## config.mk

```make
export PLATFORM = sky130hd
export DESIGN_NAME = lce_top
export DESIGN_NICKNAME = d
export VERILOG_FILES = /design/src/lce_pkg.sv /design/src/lce_period_meter.sv /design/src/lce_pulse_gen.sv /design/src/lce_top.sv
export SDC_FILE = /design/constraint.sdc
export NUM_CORES = 2
export LEC_CHECK = 0
export BUFFER_PORTS_ARGS = -buffer_cell sky130_fd_sc_hd__buf_2
export CAP_MARGIN = 20
export CORE_MARGIN = 2
export CORE_UTILIZATION = 45
export DETAILED_ROUTE_END_ITERATION = 12
export HOLD_SLACK_MARGIN = 0.05
export PLACE_DENSITY_LB_ADDON = 0.2
export SYNTH_ARGS = -nofsm -noshare
export SYNTH_HDL_FRONTEND = slang
export SYNTH_SLANG_ARGS = --single-unit
export TNS_END_PERCENT = 30
```

## constraint.sdc

```tcl
create_clock -name ref_clk -period 18.4 [get_ports ref_clk]
set_input_delay 1.84 -clock ref_clk [delete_from_list [all_inputs] [get_ports ref_clk]]
set_output_delay 1.84 -clock ref_clk [all_outputs]
set_load 0.1 [all_outputs]
```

## src/lce_pkg.sv

```systemverilog
// Constants, carriers and shared arithmetic of the line-cycle energy block.
package lce_pkg;

    // ------------------------------------------------------------------
    // Timing
    // ------------------------------------------------------------------
    localparam int CLK_HZ = 25_000_000;
    localparam int CF_MAX_HZ = 23_000;
    localparam int CF_HIGH_CYC = CLK_HZ / (2 * CF_MAX_HZ);
    localparam int SAMPLE_DIV = 4;
    localparam int PERIOD_DIV = 8;
    localparam int GAIN_SHIFT = 12;

    // ------------------------------------------------------------------
    // Register byte offsets
    // ------------------------------------------------------------------
    localparam logic [7:0] ADDR_CTRL = 8'h00;
    localparam logic [7:0] ADDR_STATUS = 8'h04;
    localparam logic [7:0] ADDR_HALF = 8'h08;
    localparam logic [7:0] ADDR_NUM = 8'h0C;
    localparam logic [7:0] ADDR_DEN = 8'h10;
    localparam logic [7:0] ADDR_DIV = 8'h14;
    localparam logic [7:0] ADDR_GAIN = 8'h18;
    localparam logic [7:0] ADDR_PERIOD = 8'h1C;
    localparam logic [7:0] ADDR_ACT = 8'h20;
    localparam logic [7:0] ADDR_APP = 8'h24;
    localparam logic [7:0] ADDR_LACT = 8'h28;
    localparam logic [7:0] ADDR_LAPP = 8'h2C;

    // ------------------------------------------------------------------
    // Field positions and reset values
    // ------------------------------------------------------------------
    localparam int CTRL_LINE_ACT_BIT = 0;
    localparam int CTRL_MASK_BIT = 1;
    localparam int STATUS_DONE_BIT = 0;
    localparam logic [11:0] RATIO_RESET = 12'h03F;
    localparam logic [7:0] DIV_RESET = 8'h00;
    localparam logic [11:0] GAIN_RESET = 12'h000;
    localparam logic [15:0] HALF_RESET = 16'hFFFF;
    localparam logic signed [25:0] FRAC_ONE = 26'sh1000000;

    // Register bus request, one cycle per access.
    typedef struct packed {
        logic [7:0] addr;
        logic [31:0] wdata;
        logic wr;
        logic rd;
    } lce_bus_s;

    // Fractional accumulator and the energy step it released.
    typedef struct packed {
        logic signed [25:0] frac;
        logic signed [1:0] step;
    } lce_frac_s;

    // Adds one sample; a whole LSB leaving the fraction becomes a step.
    function automatic lce_frac_s lceAccStep(input logic signed [25:0] frac,
                                             input logic signed [24:0] add);
        lce_frac_s r;
        logic signed [25:0] sum;
        sum = frac + {add[24], add};
        r.frac = sum;
        r.step = 2'sb00;
        if (sum >= FRAC_ONE)
        begin
            r.frac = sum - FRAC_ONE;
            r.step = 2'sb01;
        end
        else if (sum <= -FRAC_ONE)
        begin
            r.frac = sum + FRAC_ONE;
            r.step = 2'sb11;
        end
        return r;
    endfunction

endpackage

```

## src/lce_period_meter.sv

```systemverilog
// Zero-crossing detector and line period meter.
`timescale 1ns/1ps
`default_nettype none
module lce_period_meter
    import lce_pkg::*;
(
    input wire logic ref_clk,
    input wire logic rst,
    input wire logic ce,
    input wire logic lineSign,
    output logic halfCross,
    output logic [15:0] periodOut
);
    typedef struct packed {
        logic signDly;
        logic [2:0] pre;
        logic [15:0] cnt;
        logic half;
        logic [15:0] period;
    } lce_pm_s;

    lce_pm_s s_reg;
    lce_pm_s s_next;

    // ------------------------------------------------------------------
    // Crossing detection and period count in units of eight clocks
    // ------------------------------------------------------------------
    always_comb
    begin
        s_next = s_reg;
        s_next.signDly = lineSign;
        s_next.half = lineSign ^ s_reg.signDly;
        if (s_reg.pre == 3'(PERIOD_DIV - 1))
        begin
            s_next.pre = 3'h0;
            // Saturate so a stalled line never wraps to a short period.
            if (s_reg.cnt != 16'hFFFF)
                s_next.cnt = s_reg.cnt + 16'h0001;
        end
        else
            s_next.pre = s_reg.pre + 3'h1;
        if (lineSign && !s_reg.signDly)
        begin
            // Include a unit that completes on this very edge, else the period reads one short.
            s_next.period = s_next.cnt;
            s_next.cnt = 16'h0000;
            s_next.pre = 3'h0;
        end
    end

    always_ff @(posedge ref_clk)
    begin
        if (rst)
            s_reg <= '0;
        else if (ce)
            s_reg <= s_next;
    end

    assign halfCross = s_reg.half;
    assign periodOut = s_reg.period;
endmodule // lce_period_meter
`default_nettype wire

```

## src/lce_pulse_gen.sv

```systemverilog
// Calibration pulse generator scaled by a numerator over a denominator.
`timescale 1ns/1ps
`default_nettype none
module lce_pulse_gen
    import lce_pkg::*;
(
    input wire logic ref_clk,
    input wire logic rst,
    input wire logic ce,
    input wire logic stepIn,
    input wire logic [11:0] num,
    input wire logic [11:0] den,
    output logic cfOut
);
    typedef struct packed {
        logic [15:0] acc;
        logic [7:0] pend;
        logic [10:0] timer;
        logic cf;
    } lce_pg_s;

    lce_pg_s s_reg;
    lce_pg_s s_next;
    logic [15:0] denOne;

    // ------------------------------------------------------------------
    // Rate scaling and pulse shaping
    // ------------------------------------------------------------------
    always_comb
    begin
        s_next = s_reg;
        denOne = {4'h0, den} + 16'h0001;
        if (stepIn)
            s_next.acc = s_reg.acc + {4'h0, num} + 16'h0001;
        if (s_next.acc >= denOne)
        begin
            s_next.acc = s_next.acc - denOne;
            if (s_reg.pend != 8'hFF)
                s_next.pend = s_reg.pend + 8'h01;
        end
        if (s_reg.timer != 11'h000)
            s_next.timer = s_reg.timer - 11'h001;
        else if (s_next.pend != 8'h00)
        begin
            s_next.pend = s_next.pend - 8'h01;
            s_next.timer = 11'(2 * CF_HIGH_CYC - 1);
        end
        s_next.cf = s_next.timer >= 11'(CF_HIGH_CYC);
    end

    always_ff @(posedge ref_clk)
    begin
        if (rst)
            s_reg <= '0;
        else if (ce)
            s_reg <= s_next;
    end

    assign cfOut = s_reg.cf;
endmodule // lce_pulse_gen
`default_nettype wire

```

## src/lce_top.sv

```systemverilog
// Line-cycle energy accumulation and calibration pulse block.
//
// Overview of operation
// - Apparent energy summed over whole half cycles.
// - Apparent line accumulation always on.
// - Window length is 16-bit half-cycle count.
// - Active and apparent share one window.
// - Window end sets the cycle done flag.
// - Masked flag drives active-low interrupt.
// - Line apparent uses continuous apparent path.
// - Pulse output from active energy only.
// - Pulse rate scaled by (num+1)/(den+1).
// - Divider resets zero, skips pulse chain.
// - Gain scales active energy and pulses alike.
// - Period measured in eight-clock units.
// - Window time is count times period/2.
// - Numerator and denominator reset to 0x3F.
// - Undivided pulse rate tops at 23 kHz.
// - No reactive gain or offset adjustment.
`timescale 1ns/1ps
`default_nettype none
module lce_top
    import lce_pkg::*;
(
    input wire logic ref_clk,
    input wire logic rst,
    input wire logic ce,
    input wire lce_bus_s busIn,
    output logic [31:0] rdata,
    input wire logic signed [23:0] activePower,
    input wire logic [23:0] apparentPower,
    input wire logic lineSign,
    output logic cfOut,
    output logic irqOut,
    output logic irqOeN
);

    // ------------------------------------------------------------------
    // State
    // ------------------------------------------------------------------
    typedef struct packed {
        logic [31:0] rdata;
        logic lineActEn;
        logic doneMask;
        logic cycleDone;
        logic [15:0] halfCount;
        logic [11:0] num;
        logic [11:0] den;
        logic [7:0] div;
        logic [11:0] gain;
        logic [1:0] phase;
        logic signed [25:0] actFrac;
        logic signed [25:0] appFrac;
        logic signed [8:0] divCnt;
        logic [23:0] actTotal;
        logic [23:0] appTotal;
        logic [23:0] lineAct;
        logic [23:0] lineApp;
        logic [23:0] accAct;
        logic [23:0] accApp;
        logic [15:0] halfSeen;
        logic cfStep;
        logic irqOeN;
    } lce_top_s;

    lce_top_s s_reg;
    lce_top_s s_next;

    // Helper nets of the combinational process.
    logic tick;
    logic halfCross;
    logic [15:0] period;
    logic signed [35:0] gainProd;
    logic signed [24:0] actScaled;
    lce_frac_s actRes;
    lce_frac_s appRes;
    logic signed [1:0] actStep;
    logic signed [8:0] divEff;
    logic [15:0] halfTarget;
    logic windowEnd;

    // ------------------------------------------------------------------
    // Line period and zero crossings
    // ------------------------------------------------------------------
    lce_period_meter u_period
    (
        .ref_clk(ref_clk),
        .rst(rst),
        .ce(ce),
        .lineSign(lineSign),
        .halfCross(halfCross),
        .periodOut(period)
    );

    // ------------------------------------------------------------------
    // Calibration pulse chain
    // ------------------------------------------------------------------
    // active energy only
    lce_pulse_gen u_pulse
    (
        .ref_clk(ref_clk),
        .rst(rst),
        .ce(ce),
        .stepIn(s_reg.cfStep),
        .num(s_reg.num),
        .den(s_reg.den),
        .cfOut(cfOut)
    );

    // ------------------------------------------------------------------
    // Next-state logic
    // ------------------------------------------------------------------
    // Samples are taken once every four clocks; all arithmetic of a
    // sample is done in that one cycle, so no pipeline skew can split
    // a step between a closing window and the next one.
    always_comb
    begin
        s_next = s_reg;
        tick = s_reg.phase == 2'(SAMPLE_DIV - 1);
        s_next.phase = s_reg.phase + 2'h1;
        s_next.cfStep = 1'b0;

        gainProd = activePower * $signed(s_reg.gain);
        actScaled = {activePower[23], activePower}
                  + {gainProd[35], gainProd[35:12]};

        actRes = lceAccStep(s_reg.actFrac, actScaled);
        appRes = lceAccStep(s_reg.appFrac, {1'b0, apparentPower});
        actStep = 2'sb00;

        // divider of zero acts as one
        divEff = (s_reg.div == 8'h00) ? 9'sd1 : $signed({1'b0, s_reg.div});

        if (tick)
        begin
            s_next.actFrac = actRes.frac;
            s_next.appFrac = appRes.frac;
            s_next.cfStep = actRes.step == 2'sb01;
            if (actRes.step == 2'sb01)
            begin
                if (s_reg.divCnt + 9'sd1 >= divEff)
                begin
                    s_next.divCnt = 9'sd0;
                    actStep = 2'sb01;
                end
                else
                    s_next.divCnt = s_reg.divCnt + 9'sd1;
            end
            else if (actRes.step == 2'sb11)
            begin
                if (s_reg.divCnt - 9'sd1 <= -divEff)
                begin
                    s_next.divCnt = 9'sd0;
                    actStep = 2'sb11;
                end
                else
                    s_next.divCnt = s_reg.divCnt - 9'sd1;
            end
            if (appRes.step == 2'sb01)
            begin
                s_next.appTotal = s_reg.appTotal + 24'h000001;
                s_next.accApp = s_reg.accApp + 24'h000001;
            end
            else if (appRes.step == 2'sb11)
            begin
                s_next.appTotal = s_reg.appTotal - 24'h000001;
                s_next.accApp = s_reg.accApp - 24'h000001;
            end
        end

        // Divided active steps feed both the total and the line window.
        if (actStep == 2'sb01)
        begin
            s_next.actTotal = s_reg.actTotal + 24'h000001;
            if (s_reg.lineActEn)
                s_next.accAct = s_reg.accAct + 24'h000001;
        end
        else if (actStep == 2'sb11)
        begin
            s_next.actTotal = s_reg.actTotal - 24'h000001;
            if (s_reg.lineActEn)
                s_next.accAct = s_reg.accAct - 24'h000001;
        end

        halfTarget = (s_reg.halfCount == 16'h0000) ? 16'h0001 : s_reg.halfCount;
        windowEnd = 1'b0;
        if (halfCross)
        begin
            if (s_reg.halfSeen + 16'h0001 >= halfTarget)
            begin
                windowEnd = 1'b1;
                s_next.halfSeen = 16'h0000;
            end
            else
                s_next.halfSeen = s_reg.halfSeen + 16'h0001;
        end

        // ------------------------------------------------------------------
        // Register writes
        // ------------------------------------------------------------------
        if (busIn.wr)
        begin
            unique case (busIn.addr)
                ADDR_CTRL:
                begin
                    s_next.lineActEn = busIn.wdata[CTRL_LINE_ACT_BIT];
                    s_next.doneMask = busIn.wdata[CTRL_MASK_BIT];
                end
                ADDR_STATUS:
                begin
                    if (busIn.wdata[STATUS_DONE_BIT])
                        s_next.cycleDone = 1'b0;
                end
                ADDR_HALF:
                begin
                    s_next.halfCount = busIn.wdata[15:0];
                end
                ADDR_NUM:
                begin
                    s_next.num = busIn.wdata[11:0];
                end
                ADDR_DEN:
                begin
                    s_next.den = busIn.wdata[11:0];
                end
                ADDR_DIV:
                begin
                    s_next.div = busIn.wdata[7:0];
                end
                ADDR_GAIN:
                begin
                    s_next.gain = busIn.wdata[11:0];
                end
                default:
                begin
                    s_next.rdata = s_next.rdata;
                end
            endcase
        end

        // ------------------------------------------------------------------
        // Window close, applied after writes so the flag set wins
        // ------------------------------------------------------------------
        if (windowEnd)
        begin
            if (s_reg.lineActEn)
                s_next.lineAct = s_next.accAct;
            s_next.lineApp = s_next.accApp;
            s_next.accAct = 24'h000000;
            s_next.accApp = 24'h000000;
            s_next.cycleDone = 1'b1;
        end

        s_next.irqOeN = !(s_next.cycleDone && s_next.doneMask);

        // ------------------------------------------------------------------
        // Register reads, answered in the next cycle
        // ------------------------------------------------------------------
        s_next.rdata = 32'h00000000;
        if (busIn.rd)
        begin
            unique case (busIn.addr)
                ADDR_CTRL:
                begin
                    s_next.rdata[CTRL_LINE_ACT_BIT] = s_reg.lineActEn;
                    s_next.rdata[CTRL_MASK_BIT] = s_reg.doneMask;
                end
                ADDR_STATUS:
                begin
                    s_next.rdata[STATUS_DONE_BIT] = s_reg.cycleDone;
                end
                ADDR_HALF:
                begin
                    s_next.rdata[15:0] = s_reg.halfCount;
                end
                ADDR_NUM:
                begin
                    s_next.rdata[11:0] = s_reg.num;
                end
                ADDR_DEN:
                begin
                    s_next.rdata[11:0] = s_reg.den;
                end
                ADDR_DIV:
                begin
                    s_next.rdata[7:0] = s_reg.div;
                end
                ADDR_GAIN:
                begin
                    s_next.rdata[11:0] = s_reg.gain;
                end
                ADDR_PERIOD:
                begin
                    s_next.rdata[15:0] = period;
                end
                ADDR_ACT:
                begin
                    s_next.rdata[23:0] = s_reg.actTotal;
                end
                ADDR_APP:
                begin
                    s_next.rdata[23:0] = s_reg.appTotal;
                end
                ADDR_LACT:
                begin
                    s_next.rdata[23:0] = s_reg.lineAct;
                end
                ADDR_LAPP:
                begin
                    s_next.rdata[23:0] = s_reg.lineApp;
                end
                // Unmapped addresses read as zero.
                default:
                begin
                    s_next.rdata = 32'h00000000;
                end
            endcase
        end
    end

    // ------------------------------------------------------------------
    // State register
    // ------------------------------------------------------------------
    always_ff @(posedge ref_clk)
    begin
        if (rst)
        begin
            s_reg <= '0;
            s_reg.num <= RATIO_RESET;
            s_reg.den <= RATIO_RESET;
            s_reg.div <= DIV_RESET;
            s_reg.gain <= GAIN_RESET;
            s_reg.halfCount <= HALF_RESET;
            s_reg.irqOeN <= 1'b1;
        end
        else if (ce)
        begin
            s_reg <= s_next;
        end
    end

    // ------------------------------------------------------------------
    // Outputs
    // ------------------------------------------------------------------
    // The interrupt pin only sinks, so its data bit is a constant low.
    assign rdata = s_reg.rdata;
    assign irqOut = 1'b0;
    assign irqOeN = s_reg.irqOeN;

endmodule // lce_top
`default_nettype wire

```

### Word-level counts from Yosys, hierarchy flattened

Cells that the tools add are included.

* order comparisons: 9
* shifts and indexed selects: 0
* div/mod/pow operators: 0
* $add $sub $neg: 29
* reductions and logical operators: 26
* multiply operators: 1
* muxes and demuxes: 58
* bitwise gates (word level): 1
* equal/unequal tests: 21

Operators with widths (number)
* $mux 24: 13
* $mux 28: 4
* $add 24x1->24 const B: 4
* $mux 16: 6
* $sub 24x1->24 const B: 4
* $mux 62: 1
* $pmux 6 s10: 1
* $add 26x26->26 const B: 2
* $ge 26x26->1 const B: 2
* $le 26x25->1 const B: 2
* $sub 26x26->26 const B: 2
* $add 16x1->16 const B: 3
* $mux 48: 1
* $mux 19: 2
* $mul 24x12->36: 1
* $mux 12: 3
* $mux 9: 4
* $pmux 4 s9: 1
* $eq 8x5->1 const B: 4
* $eq 8x6->1 const B: 4
* $ge 16x16->1: 2
* $mux 8: 4
* $pmux 8 s4: 1
* $reduce_and 3->1: 9
* 40 further kinds: 65

* register bits: 385
* bits in writable memories: 0
* latch bits: 0
* memories: 0
* input port bits: 94
* logic and storage cells: 176
* memory bits (read-only): 0

### Longest topological paths before layout

* depth after elaboration: 14
* gate-level depth with buffers: 60

### By module

From an unflattened synthesis, not the netlist that was laid out.

* cell total of the unflattened synthesis: 4801
* area total of the unflattened synthesis: 38061.5 µm²

By module, submodules not included
* lce_top: sequential area each 6246.0 µm², area each 31845.5 µm², times used 1, cells an instance 3997
* lce_pulse_gen: sequential area each 720.7 µm², area each 4018.9 µm², times used 1, cells an instance 544
* lce_period_meter: sequential area each 740.7 µm², area each 2197.1 µm², times used 1, cells an instance 260

### Worst setup path after synthesis

OpenSTA, ideal clock, no wires.

* kind: input-to-reg
* start point: input activePower[7]
* end point: register s_reg[160] (netlist bit)
* arrival: 13545 ps
* buffers on the path: 4
* required time: 18314 ps
* setup slack: 4769 ps
* library setup time: 86 ps
* cell stages on the path: 54
* cells stage by stage: clkbuf_1 > nand2_1 > fa_1 > inv_1 > fa_1 > inv_1 > fa_1 > inv_1 > fa_1 > fa_1 > ha_1 > o21a_1 > o21a_1 > nand3_1 > o211a_1 > a211o_1 > a311oi_1 > o21a_1 > (+18 left out) > o21ai_0 > nand2b_1 > xor2_1 > xor2_1 > ha_1 > a41oi_4 > nor2_2 > buf_2 > buf_2 > inv_1 > ha_1 > a21oi_1 > o31ai_1 > or4_1 > o41a_1 > o22ai_1 > xor2_1 > a211oi_1

* cells in the longest elaborated chain, start to end: 13

RTL lines
* start: declaration: line lce_top.sv:30 `input wire logic signed [23:0] activePower,`
* $mul 24x12->36: line lce_top.sv:123 `gainProd = activePower * $signed(s_reg.gain);`
* $add 24x24->25 *: line lce_top.sv:125 `+ {gainProd[35], gainProd[35:12]};`
* $add 26x26->26 *: line lce_pkg.sv:61 `sum = frac + {add[24], add};`
* $le 26x25->1: line lce_pkg.sv:69 `else if (sum <= -FRAC_ONE)`
* $mux 28: line lce_pkg.sv:69
* $mux 28 *: line lce_pkg.sv:64 `if (sum >= FRAC_ONE)`
* $eq 2x1->1: line lce_top.sv:149 `else if (actRes.step == 2'sb11)`
* $mux 2: line lce_top.sv:149
* $mux 2 *: line lce_top.sv:139 `if (actRes.step == 2'sb01)`
* $mux 2 *: line lce_top.sv:134 `if (tick)`
* $eq 2x2->1 / $eq 2x1->1 (equally long branches): line lce_top.sv:172, lce_top.sv:178
* $reduce_bool 2->1 (no line)
* $reduce_and 2->1 (no line)
* end signal: assignment: line lce_top.sv:338 `s_reg <= s_next;`
* end: declaration: line lce_top.sv:66 `lce_top_s s_reg;`

Mark *: on every way between the ends. The rest lies on a longest branch, timed or not.
A chain may end at the register's enable or synchronous reset.

### Final worst setup path

Ends and elaborated chain as after synthesis.

==> reports/metrics.yaml <==
min_path:
  hp-start: "s_reg[108]"
  hold_path_class: "reg -> reg"
synthesis:
  ys_top_cells_by_count: "535 x nand2_1, 437 x nor2_1, 395 x inv_1"
  synth_top_area_share_pct: 20.9
  syn_avg_cell_area_um2: 7.90
  syn_inst: 4673
  synth_edf_count: 0
  ys_types: 95
  async_flop_share_pct: 0
  synth_most_common_cell: "nand2_1"
  synth_area_leader_cell: "dfxtp_1"
  yosys_warnings: 0
  synth_area_leaders: "dfxtp_1 21%, fa_1 14%, ha_1 8.6%, nand2_1 5.4%, nor2_1 4.4%"
  ys.flop_type: "dfxtp_1"
  seq_area_frac_synth_pct: 20.9
  ys_seq_elements: 385
  synth_area_um2: 36900
final_layout:
  final_net_count: 5211
  multiInputGateArea_um2: 26600
  layout-drive-gt1-share_pct: 6.47
  register_area_um2: 7710
  largest_register_ffs: 287
  fill_cells: 8020
  area_growth_pct: 7.45
clocking:
  post_cts.resized_instances: 0
  cts_htree_levels: 2
  clockRootBuffer: "clkbuf_16"
  clk_pin_slew_ns: 0.06
  clock-sinks: 385
  cts.path.max_buffers: 3
  cts_tree: "done"
  numCtsBuffers: 48
  clkLatencyLatePin_ns: 0.61
  postCtsHoldBufs: 0
  cts_setup_buffers: 0
grt:
  grt_overflow: 0
  grt_max_degree: 150
  met2_usage_pct: 41.2
  grt_pass1_vias: 31700
  gr-usage-met3_pct: 3.41
  top_usage_layer: "met2"
  grt_pass1_wl_mm: 170
  antenna_found_initial: 4
  gr-usage-all-layers_pct: 24.7
  use_met1_pct: 33.1
floorplan:
  io_pins: 129
  start_util_pct: 45.2
  die_y_um: 290
  die_x_um: 290
  die-area_um2: 84300
  rows: 105
  core_area_um2: 81600
sta:
  rsz0062_at_grt: "false"
  slew-limit-headroom_pct: 22.0
  setup_viol: 0
  fin_crit_ns: 15.30
  tightest_slew_ns: 1.17
  finalMaxSlewViolations: 0
  final-hold-violation-count: 0
  fin_skew_ns: 0.0228
  setup_slack_ns: 3.10
  min_period_over_period_pct: 83.1
  setup_tns_ns: 0
  max_freq_mhz: 65.4
drt:
  wire_per_inst_um: 18.4
  route.detailed.drc: 0
  drt-vias-per-instance: 5.73
  vias: 32700
  dr.pass1.iters: 6
  routed_wl_mm: 105
  drt_iter0_markers: 2342
  antenna_left: 0
placement:
  dp_hpwl_mm: 77.6
  io_buffer_count: 103
  place_congestion: 0.919
  place_ws_ns: 2.64
worst_setup_path:
  crit_fanout: 26
  arrival_ns: 15.81
  crit_slowest_cell: "o311ai_0"
  endpoint_kind: "flip-flop"
  slowest_delay_ns: 0.72
  start_kind: "input port"
  r2r-start: "s_reg[226]"
  critical_path_class: "in -> reg"
  worstPathRequired_ns: 18.91
  crit_path_start: "activePower[7]"
  crit_top_cell: "fa_1"
power:
  p_leak_uw: 0.0160
  powerDensity_nw_per_um2: 61.6
  vdd_drop_max_v: 0.0000820
run_status:
  status: "finished, final reports clean"
job:
  cap_violations: 0
## layout make-up
type                            instances  area share, %
Sequential cell                       385           19.4
Clock inverter                         21          0.726
Timing Repair Buffer                  151           2.32
Tap cell                             1070           3.38
Multi-Input combinational cell       3618           67.0
Inverter                              398           3.77
Antenna cell                            1        0.00631
Clock buffer                           64           3.39
## cell usage in the layout (no fill, tap or decap), types with 51 or more instances in the layout
master / Yosys / layout
a22oi_1: 73 / 73
dfxtp_1: 385 / 385
nor3_1: 123 / 123
and3_1: 66 / 66
xnor2_1: 151 / 151
nor4_1: 53 / 53
ha_1: 253 / 253
buf_2: 12 / 101
and2_1: 143 / 142
nand2_1: 535 / 534
a21oi_1: 297 / 297
inv_1: 395 / 393
xor2_1: 98 / 98
a211oi_1: 81 / 81
or3_1: 51 / 51
nand3_1: 128 / 128
nor2_1: 437 / 433
o21ai_0: 167 / 167
mux2i_1: 55 / 55
fa_1: 262 / 262
## final timing paths
check / depth (start not counted) / slack, ns / endpoint
worst max-delay path: 46 / 3.10 / s_reg[160]
worst min-delay path: 2 / 0.45 / s_reg[108]
worst max register to register: 47 / 3.63 / s_reg[160]
worst min register to register: 2 / 0.45 / s_reg[108]
## worst max-delay path, delay by kind of cell
| family | cells | cell delay, ns |
|---|---|---|
| xor+xnor | 2 | 0.21 |
| compound gates | 19 | 6.01 |
| fa+ha+maj | 9 | 3.77 |
| simple gates | 10 | 2.99 |
| buf+inv | 6 | 0.95 |
## routing by layer
layer / vias to the layer above / wire [um]
met5: - / 30
met4: 4 / 3130
met3: 187 / 5810
met2: 841 / 48800
met1: 15700 / 47500
li1: 16000 / -
## metrics by stage
stage / total power [uW] / util [%] / hold slack [ns] / area (um^2) / cells
floorplan: 1340 / - / 0.432 / 36900 / 4681
global placement: 1460 / 46.6 / 0.438 / 38000 / 5621
detailed placement: 1470 / 46.6 / 0.447 / 38000 / 5621
CTS: 2460 / 48.6 / 0.455 / 39600 / 5706
global route: 2570 / 48.6 / 0.476 / 39600 / 5707
finish: 2440 / 48.6 / 0.454 / 39600 / 5708
## cells by family after synthesis
family	Yosys count	share of synthesized area [%]
buffers and inverters	678	7.27
adders and majority gates	515	22.8
xor gates and xnor gates	249	5.91
and+or+nand+nor	1768	23.1
other	1	0.0102
AOI/OAI and AO/OA	1004	18.0
DFF	385	20.9
muxes	73	2.04
## power by group
group | total, uW | internal, uW | switching (uW)
logic | 558 | 210 | 348
clock network | 982 | 584 | 398
registers | 901 | 865 | 35.5
total | 2440 | 1660 | 781
Note: power is estimated with default switching activity, not from simulation.
